File: config.mk
export PLATFORM = sky130hd
export DESIGN_NAME = ardit_core
export DESIGN_NICKNAME = d
export VERILOG_FILES = /design/src/shared/ardit_pkg.sv /design/src/hdl/ardit_core.sv /design/src/hdl/ardit_lfsr.sv
export SDC_FILE = /design/constraint.sdc
export NUM_CORES = 1
export LEC_CHECK = 0
export ABC_AREA = 0
export BUFFER_PORTS_ARGS = -buffer_cell sky130_fd_sc_hd__buf_2
export CAP_MARGIN = 20
export CORE_MARGIN = 2
export CORE_UTILIZATION = 60
export CTS_CLUSTER_DIAMETER = 150
export DETAILED_ROUTE_END_ITERATION = 10
export GPL_TIMING_DRIVEN = 0
export PLACE_DENSITY = 0.94
export SYNTH_ARGS = -nofsm -noshare
export SYNTH_HDL_FRONTEND = slang
export SYNTH_HIERARCHICAL = 1
export SYNTH_SLANG_ARGS = --single-unit
File: constraint.sdc
create_clock -name core_clk_i -period 4.7 [get_ports core_clk_i]
set_clock_uncertainty 0.05 [all_clocks]
set_input_delay 0.235 -clock core_clk_i [delete_from_list [all_inputs] [get_ports core_clk_i]]
set_output_delay 0.235 -clock core_clk_i [all_outputs]
set_load 0.02 [all_outputs]
File: src/shared/ardit_pkg.sv
// constants and types shared by the output randomizer and dither path
package ardit_pkg;
	localparam int unsigned DATA_W     = 14;
	localparam int unsigned LFSR_W     = 23;
	localparam int unsigned DITHER_W   = 8;
	localparam logic [22:0] LFSR_SEED  = 23'h000001;
	localparam logic [22:0] LFSR_TAPS  = 23'h420000;
	localparam logic [13:0] MIDSCALE   = 14'h2000;
	localparam logic [13:0] CODE_MAX   = 14'h3FFF;
	localparam logic [13:0] CODE_MIN   = 14'h0000;
	localparam int unsigned STROBE_HALF_CYC = 1;

	typedef enum logic [1:0] {
		ARDIT_FMT_GND     = 2'b00,
		ARDIT_FMT_THIRD   = 2'b01,
		ARDIT_FMT_TWO_THD = 2'b10,
		ARDIT_FMT_FULL    = 2'b11
	} ardit_fmt_t;

	typedef enum logic [0:0] {
		ARDIT_PH_UPDATE = 1'b0,
		ARDIT_PH_HOLD   = 1'b1
	} ardit_phase_t;
endpackage

File: src/hdl/ardit_core.sv
// digital output path: dither subtract, format, randomizer and output strobes
//
// Function
// - With scrambling on, each data bit above bit 0 is sent XORed with bit 0 of the result.
// - Scrambling leaves bit 0, the over-range flag and both strobes untouched.
// - Scrambling is applied only while the scramble select is high.
// - With dither on, a new pseudo-random value is produced for every conversion and injected.
// - With dither on, the same injected value is subtracted from that sample's result.
// - The over-range flag is high for a sample whose input left the range either way.
// - Data change as the true strobe falls and inverted strobe rises; capture on true rise.
// - Format levels ground and one-third give offset binary, two-thirds and full give two's complement.
`timescale 1ns/1ns
module ardit_core
	import ardit_pkg::*;
#(
	parameter int unsigned WIDTH = DATA_W,
	parameter int unsigned DW    = DITHER_W
) (
	// clock and reset
	input  wire logic             core_clk_i,
	input  wire logic             rstn_i,
	// static controls
	input  wire logic             output_scramble_select_i,
	input  wire logic             dither_enable_i,
	input  wire logic [1:0]       format_level_i,
	// conversion result from the pipeline
	input  wire logic             sample_valid_i,
	input  wire logic [WIDTH-1:0] raw_code_i,
	input  wire logic             raw_over_i,
	input  wire logic             raw_under_i,
	// dither value toward the dither converter
	output logic [DW-1:0]         dither_value_o,
	// output pins
	output logic [WIDTH-1:0]      data_o,
	output logic                  over_range_flag_o,
	output logic                  output_strobe_true_o,
	output logic                  output_strobe_inverted_o
);
	// only the documented word width is served; dither must leave headroom below it
	if (WIDTH != DATA_W) begin : g_bad_width
		$error("ardit_core: WIDTH must equal DATA_W");
	end
	if (DW == 0 || DW >= WIDTH) begin : g_bad_dw
		$error("ardit_core: DW must be 1..WIDTH-1");
	end

	logic [LFSR_W-1:0] prn;
	logic [DW-1:0]     dither_reg;
	logic [WIDTH-1:0]  data_reg;
	logic              ovr_reg;
	logic              strobe_reg;
	logic [WIDTH-1:0]  corrected;
	logic [WIDTH-1:0]  formatted;
	logic [WIDTH-1:0]  data_next;
	logic              twos_sel;
	logic [WIDTH:0]    diff;
	logic              strobe_inv_reg;
	logic [DW-1:0]     sub_val;

	// a fresh value each conversion; stepping only when dither is on keeps it idle otherwise
	ardit_lfsr #(
		.WIDTH (LFSR_W)
	) ardit_lfsr_inst (
		.core_clk_i (core_clk_i),
		.rstn_i     (rstn_i),
		.step_i     (sample_valid_i && dither_enable_i),
		.value_o    (prn)
	);

	// value presented to the dither converter for the sample now being taken
	always_ff @(posedge core_clk_i or negedge rstn_i) begin
		if (!rstn_i) begin
			dither_reg <= '0;
		end else if (!dither_enable_i) begin
			// turning dither off drops the pending value, so no later sample is corrected
			dither_reg <= '0;
		end else if (sample_valid_i) begin
			dither_reg <= prn[DW-1:0];
		end
	end

	assign dither_value_o = dither_reg;

	// gate the subtraction itself too; the register clears one edge late
	assign sub_val = dither_enable_i ? dither_reg : '0;

	// subtract the injected value; clamp so removal never wraps below zero
	always_comb begin
		diff = {1'b0, raw_code_i} - {{(WIDTH+1-DW){1'b0}}, sub_val};
		if (raw_over_i) begin
			corrected = CODE_MAX;
		end else if (raw_under_i || diff[WIDTH]) begin
			corrected = CODE_MIN;
		end else begin
			corrected = diff[WIDTH-1:0];
		end
	end

	// four-level format pin decoded into a two-bit code upstream
	always_comb begin
		case (ardit_fmt_t'(format_level_i))
			ARDIT_FMT_GND, ARDIT_FMT_THIRD: twos_sel = 1'b0;
			ARDIT_FMT_TWO_THD, ARDIT_FMT_FULL: twos_sel = 1'b1;
			default: twos_sel = 1'b0;
		endcase
		formatted = twos_sel ? (corrected ^ MIDSCALE) : corrected;
	end

	// randomizer; bit 0 stays plain so the far end can undo it
	always_comb begin
		data_next = formatted;
		if (output_scramble_select_i) begin
			data_next[WIDTH-1:1] = formatted[WIDTH-1:1] ^ {(WIDTH-1){formatted[0]}};
		end
	end

	always_ff @(posedge core_clk_i or negedge rstn_i) begin
		if (!rstn_i) begin
			data_reg <= '0;
			ovr_reg  <= 1'b0;
		end else if (sample_valid_i) begin
			data_reg <= data_next;
			ovr_reg  <= raw_over_i || raw_under_i;
		end
	end

	// strobe drops with each data update and rises the first cycle without a sample, mid-window
	always_ff @(posedge core_clk_i or negedge rstn_i) begin
		if (!rstn_i) begin
			strobe_reg <= 1'b1;
		end else begin
			strobe_reg <= !sample_valid_i;
		end
	end

	// own flop for the inverted strobe so both pins leave a register on the same edge
	always_ff @(posedge core_clk_i or negedge rstn_i) begin
		if (!rstn_i) begin
			strobe_inv_reg <= 1'b0;
		end else begin
			strobe_inv_reg <= sample_valid_i;
		end
	end

	assign data_o                   = data_reg;
	assign over_range_flag_o        = ovr_reg;
	assign output_strobe_true_o     = strobe_reg;
	assign output_strobe_inverted_o = strobe_inv_reg;
endmodule

File: src/hdl/ardit_lfsr.sv
// galois pseudo-random source, one step per dithered conversion
`timescale 1ns/1ns
module ardit_lfsr
	import ardit_pkg::*;
#(
	parameter int unsigned WIDTH = LFSR_W
) (
	// clock and reset
	input  wire logic             core_clk_i,
	input  wire logic             rstn_i,
	// control
	input  wire logic             step_i,
	// state
	output logic [WIDTH-1:0]      value_o
);
	// taps and seed are fixed for one length only
	if (WIDTH != LFSR_W) begin : g_bad_width
		$error("ardit_lfsr: WIDTH must equal LFSR_W");
	end

	logic [WIDTH-1:0] state_reg;

	always_ff @(posedge core_clk_i or negedge rstn_i) begin
		if (!rstn_i) begin
			state_reg <= LFSR_SEED;
		end else if (step_i) begin
			// maximal length taps, never locks up since zero is unreachable
			state_reg <= {1'b0, state_reg[WIDTH-1:1]} ^ (state_reg[0] ? LFSR_TAPS : '0);
		end
	end

	assign value_o = state_reg;
endmodule

==> run metrics <==
Die H=between 70 and 80 µm; library cells used by synthesis=48; final core utilization=just over 70%; Worst path max stage delay=between 500 and 600 ps; EDFF count, synth=0; Critical Path RT=4800 ps; Slew @ Worst Pin=654 ps; Reg-to-Reg Start=dither_value_o[0]$_DFFE_PN0P_; H-tree depth=2; DIE AREA=0.00500 mm²; clock share of power=roughly a fifth; switching part of the total power=31.7%; CTS tree=built; internal power=792 µW; Setup crit start=dither_value_o[0]$_DFFE_PN0P_; asr flop ratio synth=100%; Logic pwr share=a little under a third; Setup TNS Final=0 ps; Final Critical Period=3050 ps; Max Fanout on Critical Path=6; max-slew violations=0; hpwl dp=3.94 mm; Setup WS pre-CTS=1410 ps; max-cap viol count=0; Mapped Nets=between 200 and 300; area grow syn2layout=15.6%; Post-CTS Setup Bufs=0; Final WS setup=1650 ps; PortBufs=44; GP Congestion=0.827; first-pass GRT wire length=9.02 mm; DRT Pass-1 Iters=4; area leader, netlist=dfrtp_1; Hold WS=193 ps; Worst Path Buf+Inv=0; DRC viols=0; CTS Sinks=48; f_max=between 0.3 and 0.4 GHz; Syn Area/Cell=between 10 and 15 µm²; worst vdd ir=226 µV; Routed WL=between 5 and 6 mm; antenna viol nets, final=0; total power=1.16 mW; sequential share of power=49.3%; YS warnings=6; Leak=1.48 nW; Worst EP arrival=roughly 3200 ps; Final Setup Violations=0; Top FF cell, synth=dfrtp_1; core area=0.00432 mm²; vias in the first global route=1,869; critical path, cell by cell=and2_1, ha_1, fa_1, nand3b_1, a21oi_1, nor2_1, or4_1, a21oi_1, or3_1, a31oi_1; Net Switching=368 µW; Synth top area share=43.1%; DR vias=2,024; kind of critical path=register to register; Rel. slew slack=between 50% and 60%; worst skew pair latency=roughly 310 ps; status=completed; clock transition at the registers of the reported paths=80 ps; P per Cell Area=roughly 380 mW/mm²; final hold vios=0; # diodes=0; root buf cell=clkbuf_8; Die X=70.7 µm; post-synthesis instance total=239; Avg WL per Cell=15.9 µm; sequential-to-total area share from yosys stat=45.1%; initial antenna violation count=0; HP Start=dither_enable_i; RSZ-0062 raised after global routing=no; total grt overflow=0; DR vias/cell=5.85; Fill cells=327; largest net degree at the start of global routing=49; Yosys reg bits=48; Syn Std Cell Area=0.00267 mm²; CP most frequent cell=a21oi_1; Largest delay share family, worst path=simple AND/OR/NAND/NOR gates; class of the worst hold path=primary input to register; Initial Util=61.8%; Layout Nets=326; Crit. End Element=register; CP startpoint kind=register; Iter 0 DRT Violations=125; top post-synthesis cells by area=dfrtp_1, mux2_4, mux2i_1, ha_1, a221o_1; # IOs=48; Max clock buf depth=2; CTS Buf Count=5; total global-route track usage=23.1%; layout cell share with drive strength beyond 1=29.6%; Worst path slowest cell=or4_1; Final period util=64.9%; row cnt=24
## layer usage
layer  global-route usage, %  up-vias  routed length (µm)
met5                       0        -                   0
met4                    10.9        0                 129
met3                    3.85       13                 331
met2                    37.1       71                2680
met1                    30.7      979                2360
li1                        -      961                   -
## synthesized netlist by cell type, types with 4 or more instances
| master | instances |
|---|---|
| nand2_1 | 12 |
| a21oi_1 | 15 |
| nor2b_1 | 10 |
| dfrtp_1 | 46 |
| o21ai_1 | 4 |
| or3_1 | 4 |
| a221o_1 | 9 |
| nor2_1 | 23 |
| inv_1 | 6 |
| mux2_4 | 18 |
| mux2i_1 | 12 |
| ha_1 | 9 |
| clkbuf_1 | 4 |
| mux2_2 | 4 |
| xnor2_1 | 5 |
| nor3_1 | 7 |
## cell families (layout without fill, tap and decap cells)
| group | after synthesis | after routing | share of synthesized area (%) |
|---|---|---|---|
| flip-flops | 48 | 48 | 45.1 |
| XOR/XNOR | 7 | 7 | 2.30 |
| AO/OA/AOI/OAI | 49 | 49 | 13.3 |
| AND/OR/NAND/NOR | 73 | 73 | 13.8 |
| adder cells (fa/ha/maj) | 10 | 10 | 4.96 |
| multiplexers | 34 | 34 | 16.3 |
| buffers and inverters | 18 | 73 | 4.26 |
## registers in the layout, indices dropped and copies added (netlist names)
register                  cells
dither_value_o                8
output_strobe_inverted_o      1
output_strobe_true_o          1
over_range_flag_o             1
ardit_lfsr_inst/value_o      23
data_o                       14
## power by group through the flow
stage / logic [mW] / registers [mW] / clock network, mW
5_1_grt: 0.379 / 0.582 / 0.258
2_1_floorplan: 0.225 / 0.592 / 0
3_3_place_gp: 0.330 / 0.572 / 0
4_1_cts: 0.347 / 0.571 / 0.244
6_report: 0.349 / 0.571 / 0.240
3_5_place_dp: 0.343 / 0.577 / 0
## timing repair
action                                 CTS  global route
gates resized for setup                  0             0
setup endpoints to repair                0             0
hold buffers                             1             1
endpoints found under the hold margin    1            24
## worst paths after layout
kind                                                          end  slack (ps)  cells past startpoint
min reg2reg                                data_o[12]$_DFFE_PN0P_         450                      1
min                                 dither_value_o[3]$_DFFE_PN0P_         190                      2
max                                        data_o[13]$_DFFE_PN0P_        1650                     10
min in group asynchronous                   data_o[2]$_DFFE_PN0P_         420                      2
max in group asynchronous  ardit_lfsr_inst/value_o[0]$_DFFE_PN1P_        3590                      3
max reg2reg                                data_o[13]$_DFFE_PN0P_        1650                     10
## cell type report
type	instances	area, µm²	area share, %
Inverter	7	26.3	0.851
Multi-Input combinational cell	173	1350	43.8
Clock inverter	2	12.5	0.405
Clock buffer	6	72.6	2.35
Timing Repair Buffer	47	268	8.67
Tap cell	52	65.1	2.11
Buffer	11	87.6	2.84
Sequential cell	48	1200	39.0
## cells in the final DEF, fill, tap and decap left out, types with 5 or more instances in the layout
cell and instances:
buf_2 46, nor3_1 7, nor2_1 23, xnor2_1 5, a221o_1 9, ha_1 9, nand2_1 12, clkbuf_1 5
dfrtp_1 46, mux2i_1 12, clkbuf_8 5, a21oi_1 15, inv_1 6, mux2_4 18, nor2b_1 10
## metrics by stage
step                      instance area (µm²)  cells
after detailed placement                 2960    335
after global routing                     3090    346
after floorplan                          2670    239
final                                    3090    346
after CTS                                3050    344
after global placement                   2960    335
## worst register-to-register path, delay by kind of cell, from the launching register on
kind	cells	cell delay, ps
AOI/OAI and AO/OA	3	710
and+or+nand+nor	5	1130
adders and majority gates	2	600
DFF	1	400
Power figures use the tool's default switching activity.
